$ cat src/rsmseq_params.svh
// Offsets, field positions, reset values and timing counts
`ifndef RSMSEQ_PARAMS_SVH
`define RSMSEQ_PARAMS_SVH
`define RSMSEQ_CLK_MHZ 100
`define RSMSEQ_OFF_MONCTL 8'h00
`define RSMSEQ_OFF_RESET_SOURCE_REG 8'h04
`define RSMSEQ_OFF_CTRL 8'h08
`define RSMSEQ_OFF_STAT 8'h0C
`define RSMSEQ_BIT_MON_EN 7
`define RSMSEQ_BIT_ABOVE 6
`define RSMSEQ_BIT_WARN_OK 5
`define RSMSEQ_BIT_POR_FLAG 1
`define RSMSEQ_BIT_SWRST 4
`define RSMSEQ_BIT_FLERR 6
`define RSMSEQ_PORT_RESET 8'hFF
`define RSMSEQ_PC_RESET 16'h0000
`define RSMSEQ_WDT_DIV 12
`define RSMSEQ_POR_DELAY_MS 15
`define RSMSEQ_POR_DELAY_CYC (`RSMSEQ_POR_DELAY_MS * 1000 * `RSMSEQ_CLK_MHZ)
`endif

$ cat src/rsmseq_pkg.sv
// Types shared by the reset sequencer files
package rsmseq_pkg;
  typedef enum logic [3:0] {
    RSMSEQ_POR  = 4'b0001,
    RSMSEQ_WAIT = 4'b0010,
    RSMSEQ_RUN  = 4'b0100,
    RSMSEQ_HOLD = 4'b1000
  } rsmseq_state_type;
endpackage : rsmseq_pkg

$ cat src/rsmseq_cfg_if.sv
// Monitor configuration bundle between the top and the keeper
`timescale 1ns/10ps
interface rsmseq_cfg_if;
  logic wr_en; // Software writes enable
  logic wr_sel; // Software writes select
  logic wr_en_val; // Written enable value
  logic wr_sel_val; // Written select value
  logic force_on; // POR or power-fail restores defaults
  logic sleep; // Device asleep
  logic en_eff; // Effective enable
  logic sel_eff; // Effective select
  logic en_user; // Last value software set
  logic sel_user; // Last value software set
  modport top (output wr_en, wr_sel, wr_en_val, wr_sel_val, force_on,
    sleep, input en_eff, sel_eff, en_user, sel_user);
  modport keep (input wr_en, wr_sel, wr_en_val, wr_sel_val, force_on,
    sleep, output en_eff, sel_eff, en_user, sel_user);
endinterface : rsmseq_cfg_if

$ cat src/rsmseq_cfg_keep.sv
// Monitor enable and select, surviving ordinary resets
`timescale 1ns/10ps
module rsmseq_cfg_keep (
  input wire logic CLK, // System clock
  input wire logic RST, // Power-on reset
  rsmseq_cfg_if.keep cfg // Configuration bundle
);
  logic en_q; // Stored enable
  logic sel_q; // Stored select
  // Only POR, power-fail and software writes touch these
  always_ff @(posedge CLK) begin
    if (RST || cfg.force_on) begin
      en_q <= 1'b1;
      sel_q <= 1'b1;
    end else begin
      if (cfg.wr_en) begin
        en_q <= cfg.wr_en_val;
      end
      if (cfg.wr_sel) begin
        sel_q <= cfg.wr_sel_val;
      end
    end
  end
  // Sleep masks the monitor; wake restores stored values
  assign cfg.en_eff = en_q && !cfg.sleep;
  assign cfg.sel_eff = sel_q && !cfg.sleep;
  assign cfg.en_user = en_q;
  assign cfg.sel_user = sel_q;
endmodule : rsmseq_cfg_keep

$ cat src/rsmseq_top.sv
// Reset sequencer with supply monitor and AXI4-Lite registers
`timescale 1ns/10ps
`include "rsmseq_params.svh"
// How it works
// - Reset halts core, resets registers, pins, timers
// - RAM is never cleared by reset
// - Port latches load all ones, pull-ups on
// - POR leaves reset pin undriven, pull-up off
// - Monitor reset drives reset pin low
// - Exit clears PC, selects internal oscillator
// - Watchdog enabled, clocked system clock over twelve
// - Hold reset until battery above threshold, delay
// - Release delay chosen by battery voltage
// - POR and power-fail set power flag; others clear it
// - POR and power-fail enable and select monitor
// - Low core supply holds reset until recovered
// - After power-fail power flag reads one
// - Other resets keep monitor settings
// - Sleep disables monitor; wake restores settings
// - Warning bit follows warn comparator, may interrupt
// - Flash write without monitor causes reset
// - Monitor reset skips the release delay
// - Control register bits seven, six, five
module rsmseq_top import rsmseq_pkg::*; #(
  parameter int POR_DELAY_CYC = `RSMSEQ_POR_DELAY_CYC
) (
  input wire logic CLK, // System clock
  input wire logic RST, // Sync reset, active high
  input wire logic VBAT_ABOVE_POR, // Battery above power-on level
  input wire logic VDD_ABOVE_RST, // Core supply above reset level
  input wire logic VDD_ABOVE_WARN, // Core supply above warn level
  input wire logic [1:0] VBAT_RANGE, // 0:0.9V 1:1.8V 2,3:3.6V
  input wire logic SLEEP, // Device in sleep
  input wire logic FLASH_WR_REQ, // Flash erase or write attempt
  input wire logic RST_PIN_IN, // Level on external reset pin
  output logic RST_PIN_OUT, // Reset pin drive value
  output logic RST_PIN_OE, // Reset pin drive enable
  output logic RST_PIN_PULLUP, // Reset pin weak pull-up
  output logic CORE_RESET, // Holds core and registers
  output logic [15:0] PC_LOAD, // Program counter on release
  output logic OSC_INTERNAL, // Internal oscillator selected
  output logic [7:0] PORT_LATCH, // Port latch reset value
  output logic PORT_OPEN_DRAIN, // Ports open-drain
  output logic PORT_PULLUP, // Weak pull-ups on ports
  output logic WDT_ENABLE, // Watchdog enabled
  output logic WDT_TICK, // Watchdog clock tick
  output logic WARN_IRQ, // Early warning interrupt
  input wire logic [7:0] S_AXI_AWADDR, // Write address
  input wire logic S_AXI_AWVALID, // Write address valid
  output logic S_AXI_AWREADY, // Write address ready
  input wire logic [31:0] S_AXI_WDATA, // Write data
  input wire logic [3:0] S_AXI_WSTRB, // Write strobes
  input wire logic S_AXI_WVALID, // Write data valid
  output logic S_AXI_WREADY, // Write data ready
  output logic [1:0] S_AXI_BRESP, // Write response
  output logic S_AXI_BVALID, // Write response valid
  input wire logic S_AXI_BREADY, // Write response ready
  input wire logic [7:0] S_AXI_ARADDR, // Read address
  input wire logic S_AXI_ARVALID, // Read address valid
  output logic S_AXI_ARREADY, // Read address ready
  output logic [31:0] S_AXI_RDATA, // Read data
  output logic [1:0] S_AXI_RRESP, // Read response
  output logic S_AXI_RVALID, // Read valid
  input wire logic S_AXI_RREADY // Read ready
);
  localparam logic [1:0] OKAY = 2'b00; // AXI OKAY
  localparam logic [1:0] SLVERR = 2'b10; // AXI SLVERR
  rsmseq_state_type st_q, st_d; // Sequencer state
  logic [31:0] dly_q; // Release delay counter
  logic [31:0] dly_lim; // Delay for present battery range
  logic mon_cause_q; // Last reset from supply monitor
  logic por_flag_q; // Power-on flag
  logic flerr_q; // Flash error flag
  logic swrst_q; // Software reset flag
  logic warn_irq_en_q; // Warning interrupt mask
  logic warn_seen_q; // Sticky warning event
  logic soft_req; // Software or flash reset request
  logic mon_trip; // Monitor demands reset
  logic aw_q, w_q; // Write address/data held
  logic [7:0] awaddr_q; // Held write address
  logic [31:0] wdata_q; // Held write data
  logic [3:0] wstrb_q; // Held strobes
  logic bvalid_q; // Write response pending
  logic [1:0] bresp_q; // Write response code
  logic rvalid_q; // Read data pending
  logic [31:0] rdata_q; // Read data
  logic [1:0] rresp_q; // Read response code
  logic wr_fire; // Write executes this cycle
  logic wr_b0; // Low byte written
  logic wr_monctl, wr_reset_source_reg, wr_ctrl, wr_stat; // Write decode
  logic wr_hit; // Write to mapped register
  logic [31:0] rd_mux; // Read data select
  logic rd_hit; // Read of mapped register
  logic [7:0] monctl_rd; // Control register image
  logic [7:0] reset_source_reg_rd; // Reset source image
  rsmseq_cfg_if cfg (); // Monitor configuration bundle

  rsmseq_cfg_keep u_keep (
    .CLK(CLK),
    .RST(RST),
    .cfg(cfg)
  );

  rsmseq_wdt_div #(.DIV(`RSMSEQ_WDT_DIV)) u_wdt (
    .CLK(CLK),
    .RST(CORE_RESET),
    .tick(WDT_TICK)
  );

  // Delay limit from battery level, counted in clocks
  assign dly_lim = (VBAT_RANGE == 2'd0) ? 32'(POR_DELAY_CYC / 5) :
                   (VBAT_RANGE == 2'd1) ? 32'((POR_DELAY_CYC * 7) / 15) :
                   32'(POR_DELAY_CYC);
  // Monitor trips only when live, selected and supply low
  assign mon_trip = cfg.en_eff && cfg.sel_eff && !VDD_ABOVE_RST;
  // Flash write with monitor disabled is an error
  assign soft_req = swrst_q || (FLASH_WR_REQ && !cfg.en_user);

  // Sequencer next state
  always_comb begin
    st_d = st_q;
    case (st_q)
      RSMSEQ_POR: begin
        if (VBAT_ABOVE_POR) begin
          st_d = RSMSEQ_WAIT;
        end
      end
      RSMSEQ_WAIT: begin
        if (!VBAT_ABOVE_POR) begin
          st_d = RSMSEQ_POR;
        end else if (dly_q >= dly_lim - 32'd1) begin
          st_d = RSMSEQ_RUN;
        end
      end
      RSMSEQ_RUN: begin
        if (mon_trip || soft_req || !RST_PIN_IN) begin
          st_d = RSMSEQ_HOLD;
        end
      end
      RSMSEQ_HOLD: begin
        // No power-on delay on this path
        if (!mon_trip && (RST_PIN_IN || mon_cause_q)) begin // Own pin drive
          st_d = RSMSEQ_RUN;
        end
      end
      default: st_d = RSMSEQ_POR;
    endcase
    if (!VBAT_ABOVE_POR) begin
      st_d = RSMSEQ_POR;
    end
  end

  // State and delay counter
  always_ff @(posedge CLK) begin
    if (RST) begin
      st_q <= RSMSEQ_POR;
      dly_q <= 32'd0;
    end else begin
      st_q <= st_d;
      dly_q <= (st_q == RSMSEQ_WAIT) ? dly_q + 32'd1 : 32'd0;
    end
  end

  // Cause of the present hold
  always_ff @(posedge CLK) begin
    if (RST) begin
      mon_cause_q <= 1'b0;
    end else if (st_q == RSMSEQ_RUN && st_d == RSMSEQ_HOLD) begin
      mon_cause_q <= mon_trip;
    end
  end

  // Power-on flag: POR/power-fail set, others clear
  always_ff @(posedge CLK) begin
    if (RST) begin
      por_flag_q <= 1'b1;
    end else if (st_q == RSMSEQ_HOLD && st_d == RSMSEQ_RUN) begin
      por_flag_q <= mon_cause_q;
    end else if (st_q == RSMSEQ_WAIT) begin
      por_flag_q <= 1'b1;
    end
  end

  // Flash error and software reset flags
  always_ff @(posedge CLK) begin
    if (RST || st_q == RSMSEQ_POR) begin
      flerr_q <= 1'b0;
      swrst_q <= 1'b0;
    end else if (st_q == RSMSEQ_RUN && st_d == RSMSEQ_HOLD) begin
      flerr_q <= FLASH_WR_REQ && !cfg.en_user;
      swrst_q <= 1'b0;
    end else if (wr_reset_source_reg && wr_b0) begin
      swrst_q <= wdata_q[`RSMSEQ_BIT_SWRST];
    end
  end

  // Monitor bundle drive: defaults on POR and power-fail
  assign cfg.force_on = (st_q == RSMSEQ_POR) ||
                        (st_q == RSMSEQ_HOLD && mon_cause_q);
  assign cfg.sleep = SLEEP;
  assign cfg.wr_en = wr_monctl && wr_b0;
  assign cfg.wr_en_val = wdata_q[`RSMSEQ_BIT_MON_EN];
  // Selection rides on the power flag bit
  assign cfg.wr_sel = wr_reset_source_reg && wr_b0;
  assign cfg.wr_sel_val = wdata_q[`RSMSEQ_BIT_POR_FLAG];

  // Early warning sticky and mask; set beats clear
  always_ff @(posedge CLK) begin
    if (RST) begin
      warn_seen_q <= 1'b0;
      warn_irq_en_q <= 1'b0;
    end else begin
      if (!VDD_ABOVE_WARN) begin
        warn_seen_q <= 1'b1;
      end else if (wr_stat && wr_b0 && wdata_q[0]) begin
        warn_seen_q <= 1'b0;
      end
      if (CORE_RESET || (wr_ctrl && wr_b0)) begin
        warn_irq_en_q <= wdata_q[0] && !CORE_RESET;
      end
    end
  end
  assign WARN_IRQ = warn_seen_q && warn_irq_en_q;

  // Core-side outputs while and after reset
  assign CORE_RESET = (st_q != RSMSEQ_RUN);
  assign PORT_LATCH = `RSMSEQ_PORT_RESET;
  assign PORT_OPEN_DRAIN = CORE_RESET;
  assign PORT_PULLUP = 1'b1;
  assign PC_LOAD = `RSMSEQ_PC_RESET;
  assign OSC_INTERNAL = 1'b1;
  assign WDT_ENABLE = 1'b1;
  // Reset pin: float on POR, driven low on monitor hold
  assign RST_PIN_OUT = 1'b0;
  assign RST_PIN_OE = (st_q == RSMSEQ_HOLD && mon_cause_q);
  assign RST_PIN_PULLUP = (st_q != RSMSEQ_POR && st_q != RSMSEQ_WAIT);

  // Register images
  assign monctl_rd = {cfg.en_user, VDD_ABOVE_RST, VDD_ABOVE_WARN, 5'b0_0000};
  assign reset_source_reg_rd = {1'b0, flerr_q, 1'b0, swrst_q, 2'b00, por_flag_q, 1'b0};

  // AXI write channel capture
  assign S_AXI_AWREADY = !aw_q && !bvalid_q;
  assign S_AXI_WREADY = !w_q && !bvalid_q;
  assign wr_fire = aw_q && w_q && !bvalid_q;
  assign wr_b0 = wstrb_q[0];
  assign wr_monctl = wr_fire && awaddr_q == `RSMSEQ_OFF_MONCTL;
  assign wr_reset_source_reg = wr_fire && awaddr_q == `RSMSEQ_OFF_RESET_SOURCE_REG;
  assign wr_ctrl = wr_fire && awaddr_q == `RSMSEQ_OFF_CTRL;
  assign wr_stat = wr_fire && awaddr_q == `RSMSEQ_OFF_STAT;
  assign wr_hit = wr_monctl || wr_reset_source_reg || wr_ctrl || wr_stat;

  // Write address and data holding
  always_ff @(posedge CLK) begin
    if (RST) begin
      aw_q <= 1'b0;
      w_q <= 1'b0;
      awaddr_q <= 8'h00;
      wdata_q <= 32'h0000_0000;
      wstrb_q <= 4'h0;
    end else begin
      if (S_AXI_AWVALID && S_AXI_AWREADY) begin
        aw_q <= 1'b1;
        awaddr_q <= {S_AXI_AWADDR[7:2], 2'b00};
      end else if (wr_fire) begin
        aw_q <= 1'b0;
      end
      if (S_AXI_WVALID && S_AXI_WREADY) begin
        w_q <= 1'b1;
        wdata_q <= S_AXI_WDATA;
        wstrb_q <= S_AXI_WSTRB;
      end else if (wr_fire) begin
        w_q <= 1'b0;
      end
    end
  end

  // Write response
  always_ff @(posedge CLK) begin
    if (RST) begin
      bvalid_q <= 1'b0;
      bresp_q <= OKAY;
    end else if (wr_fire) begin
      bvalid_q <= 1'b1;
      bresp_q <= wr_hit ? OKAY : SLVERR;
    end else if (S_AXI_BREADY) begin
      bvalid_q <= 1'b0;
    end
  end
  assign S_AXI_BVALID = bvalid_q;
  assign S_AXI_BRESP = bresp_q;

  // Read decode
  assign S_AXI_ARREADY = !rvalid_q;
  assign rd_hit = S_AXI_ARADDR[7:4] == 4'h0;
  assign rd_mux =
    (S_AXI_ARADDR[3:2] == 2'd0) ? {24'h00_0000, monctl_rd} :
    (S_AXI_ARADDR[3:2] == 2'd1) ? {24'h00_0000, reset_source_reg_rd} :
    (S_AXI_ARADDR[3:2] == 2'd2) ? {31'h0000_0000, warn_irq_en_q} :
    {31'h0000_0000, warn_seen_q};

  // Read response
  always_ff @(posedge CLK) begin
    if (RST) begin
      rvalid_q <= 1'b0;
      rdata_q <= 32'h0000_0000;
      rresp_q <= OKAY;
    end else if (S_AXI_ARVALID && S_AXI_ARREADY) begin
      rvalid_q <= 1'b1;
      rdata_q <= rd_hit ? rd_mux : 32'h0000_0000;
      rresp_q <= rd_hit ? OKAY : SLVERR;
    end else if (S_AXI_RREADY) begin
      rvalid_q <= 1'b0;
    end
  end
  assign S_AXI_RVALID = rvalid_q;
  assign S_AXI_RDATA = rdata_q;
  assign S_AXI_RRESP = rresp_q;
endmodule : rsmseq_top

$ cat src/rsmseq_wdt_div.sv
// Watchdog clock prescaler, divide by a fixed count
`timescale 1ns/10ps
`include "rsmseq_params.svh"
module rsmseq_wdt_div #(
  parameter int DIV = `RSMSEQ_WDT_DIV
) (
  input wire logic CLK, // System clock
  input wire logic RST, // Any reset
  output logic tick // One pulse per DIV clocks
);
  logic [3:0] cnt_q; // Divider count
  // Counts DIV cycles then pulses
  always_ff @(posedge CLK) begin
    if (RST || cnt_q == 4'(DIV - 1)) begin
      cnt_q <= 4'h0;
    end else begin
      cnt_q <= cnt_q + 4'h1;
    end
  end
  assign tick = !RST && cnt_q == 4'(DIV - 1);
endmodule : rsmseq_wdt_div

$ cat config.mk
export PLATFORM = sky130hd
export DESIGN_NAME = rsmseq_top
export DESIGN_NICKNAME = d
export VERILOG_FILES = /design/src/rsmseq_pkg.sv /design/src/rsmseq_cfg_if.sv /design/src/rsmseq_cfg_keep.sv /design/src/rsmseq_top.sv /design/src/rsmseq_wdt_div.sv
export VERILOG_INCLUDE_DIRS = /design/src
export SDC_FILE = /design/constraint.sdc
export NUM_CORES = 1
export LEC_CHECK = 0
export ABC_AREA = 1
export BUFFER_PORTS_ARGS = -buffer_cell sky130_fd_sc_hd__buf_2
export CORE_ASPECT_RATIO = 0.9
export CORE_UTILIZATION = 40
export DETAILED_ROUTE_END_ITERATION = 8
export GPL_TIMING_DRIVEN = 0
export PLACE_DENSITY = 0.79
export SYNTH_ARGS = -nofsm -noshare
export SYNTH_HDL_FRONTEND = slang
export SYNTH_SLANG_ARGS = --single-unit
$ cat constraint.sdc
create_clock -name CLK -period 1.9 [get_ports CLK]
set_clock_uncertainty 0.15 [all_clocks]
set_input_delay 0.095 -clock CLK [delete_from_list [all_inputs] [get_ports CLK]]
set_output_delay 0.095 -clock CLK [all_outputs]
set_load 0.02 [all_outputs]
==> reports/metrics.csv <==
metric;value;unit
DIE AREA;10400;µm²
Post-synth ARST share;0;%
post-synthesis mux area share;0;%
Synth Flop Type;dfxtp_1;
CORE AREA;9660;µm²
starting DRC count in detailed routing;285;
dpl hpwl;6410;µm
drt drc;0;
outcome;finished with violations;
peak supply drop;0.414;mV
placed insts;801;
CP Launch Type;register;
Buffers on Ports;49;
first-pass GRT wire length;15200;µm
synth warn;0;
mapped cell area;3990;µm²
share of cells above drive strength 1;30.1;%
final setup fails;1;
CP max stage cell;dfxtp_4;
Antenna Nets Post-Route;0;
gr usage total;18.0;%
Tcrit/Tclk final;101;%
Syn-to-layout area delta;37.7;%
CP Buf/Inv Count;0;
Synth Area in Compound Gates;12.6;%
drt pass-1 iters;6;
Ant. Diodes;0;
CTS tree;yes;
Max Slew Vio Count;0;
via-per-instance ratio;4.61;
Post-synth EDFFs;0;
part of the Yosys area used for sequential elements;35.7;%
pre-CTS setup slack;-196;ps
critical path, cell by cell;ha_4 > nand3_4 > nor2_4 > nand3_2 > nor2_2 > nand2_2 > nor2_4 > nand2_2 > nor2_4 > nand2_2 > o21ai_1 > a21oi_1;
pin count of the biggest net entering global routing;14;
top layer in use;met4;
Critical Path RT;1980;ps
initial antenna violation count;0;
failing checks;setup timing;
die height;96.7;µm
metal1 wirelength;4430;µm
global route overflow;0;
CTS root buffer;clkbuf_8;
crit-path max FO;6;
Synth area leader;dfxtp_1;
DIE WIDTH;107;µm
synthesized instance count;572;
critical path arrival;1990;ps
max-cap violation count;0;
clock sinks;71;
CP endpoint kind;register;
top cells by area, synth;dfxtp_1 36%, buf_4 11%, nand2_1 10%, a21oi_1 6.8%, inv_1 6.7%;
Hold Vio Cnt, Final;0;
Final Non-Filler Cells;870;
RePlAce Congestion;0.873;
Cell Rows;34;
Cell Pwr Density;608;nW/µm²
Initial Util;41.3;%
fin worst setup slack;-10.2;ps
Vias;4012;
Post-Synth Simple-Gate Area;29.3;%
Leakage;0.00248;µW
RSZ-0062 raised after global routing;true;
Mean Syn Cell Area;6.97;µm²
latest clock arrival within the worst-skew pair;350;ps
register bit total from synthesis;71;
xor/xnor share of the synthesized area;0.659;%
vias in the first global route;3393;
Clk pin slew, worst setup/hold paths;80;ps
WL final;9740;µm
Cell variety after synth;39;
adder-cell share of the synthesized area;3.14;%
post-synth top area share;35.7;%
nets@finish;816;
Period minus WS final;1910;ps
Top Ports;142;
Critical Path Max Stage Delay;370;ps
routed wl met3;551;µm
fmax;524;MHz
HP Class;in -> reg;
wire per inst;11.2;µm
largest family of logic cells by synthesized area;simple AND/OR/NAND/NOR gates;
Worst path top cell family by delay;simple AND/OR/NAND/NOR gates;
Inserted Clock Buffers;9;
routed length on met2;4570;µm
H-tree Lvls;3;
Worst Setup Path Type;reg -> reg;
clk buf depth;2;
==> path summary, 6_finish.rpt <==
path | startpoint | end | slack, ps | cells after the start
worst max-delay path | dly_q[0] | dly_q[26] | -10 | 12
worst min-delay path | S_AXI_WVALID | wdata_q[7] | 60 | 3
worst max register to register | dly_q[0] | dly_q[26] | -10 | 12
worst min register to register | dly_q[0] | dly_q[0] | 300 | 1
==> power breakdown <==
part / switching [µW] / internal, µW / total [µW]
clock network: 591 / 749 / 1340
registers: 20.4 / 1520 / 1540
logic: 267 / 196 / 463
total: 879 / 2460 / 3340
==> logic make-up after synthesis <==
kind of cell    count (synthesis)
buf+inv                       139
compound gates                 93
xor+xnor                        3
flops                          71
simple gates                  254
other cells                     2
fa+ha+maj                      10
==> what timing repair did <==
| item | in CTS | in global routing |
|---|---|---|
| buffers inserted | 9 | 16 |
| setup endpoints to repair | 23 | 36 |
| pin swaps | 9 | 17 |
| hold buffers | 28 | 0 |
| hold endpoints to repair | 28 | 0 |
| resized for setup | 21 | 53 |
==> registers in the layout, indices dropped and copies added, names as in the netlist, 4 cells and up <==
register and cells:
dly_q 32, S_AXI_RDATA 6, awaddr_q 6, st_q 4
u_wdt.cnt_q 4, wdata_q 4
==> per-stage QoR <==
stage | hold slack (ps) | total power (µW) | util [%] | instance area [µm²] | TNS [ps]
after CTS | 27.3 | 3350 | 54.3 | 5240 | -131
after global routing | 111 | 3480 | 56.8 | 5490 | -1130
final | 61.6 | 3340 | 56.8 | 5490 | -10.2
after global placement | 145 | 1970 | 47.5 | 4590 | -1910
after floorplan | 40.9 | 1890 | - | 4190 | 0
after detailed placement | 151 | 1970 | 47.5 | 4590 | -2210
==> per-layer routing <==
metal | vias up | GRT usage [%]
li1 | 2081 | -
met1 | 1778 | 24.5
met2 | 137 | 28.3
met3 | 16 | 3.98
met4 | 0 | 5.69
met5 | - | 0
==> cell usage after synthesis (2+ instances only) <==
| cell type | instances |
|---|---|
| nor3b_2 | 2 |
| or2_2 | 6 |
| nor3_2 | 2 |
| ha_1 | 10 |
| conb_1 | 2 |
| o21ai_0 | 24 |
| o21ai_1 | 3 |
| nor4_1 | 4 |
| xnor2_1 | 3 |
| nand3_2 | 2 |
| nand4_1 | 12 |
| nand3_1 | 22 |
| clkbuf_1 | 6 |
| nand2_1 | 107 |
| inv_1 | 71 |
| or2_0 | 5 |
| buf_4 | 57 |
| nor3_1 | 21 |
| a21oi_1 | 54 |
| nor2_1 | 59 |
| a211oi_1 | 2 |
| dfxtp_1 | 71 |
| nand2_2 | 4 |
| nor2_2 | 4 |
| nor2_4 | 2 |
| inv_2 | 4 |
==> worst min-delay path, stage by stage <==
cell and delay [ps]:
buf_2 100, nand2_1 220, a21oi_1 100
==> cell usage in the layout, fill, tap and decap left out, types with 15 or more instances in the layout <==
| cell type | netlist | final |
|---|---|---|
| a21oi_1 | 54 | 54 |
| buf_2 | 0 | 49 |
| buf_4 | 57 | 82 |
| conb_1 | 2 | 56 |
| dfxtp_1 | 71 | 57 |
| dlygate4sd3_1 | 0 | 28 |
| inv_1 | 71 | 70 |
| nand2_1 | 107 | 97 |
| nand3_1 | 22 | 20 |
| nor2_1 | 59 | 50 |
| nor3_1 | 21 | 15 |
| o21ai_0 | 24 | 20 |
==> final cells by class <==
cell class	count	area (µm²)
plain buffers	63	454
clock buffers	10	128
multi-input cells	416	2200
flip-flops and latches	71	1450
clock inverters	6	93.8
fillers	869	4170
well taps	126	158
inverters	76	288
repair buffers	102	713
Note: power is estimated with default switching activity, not from simulation.
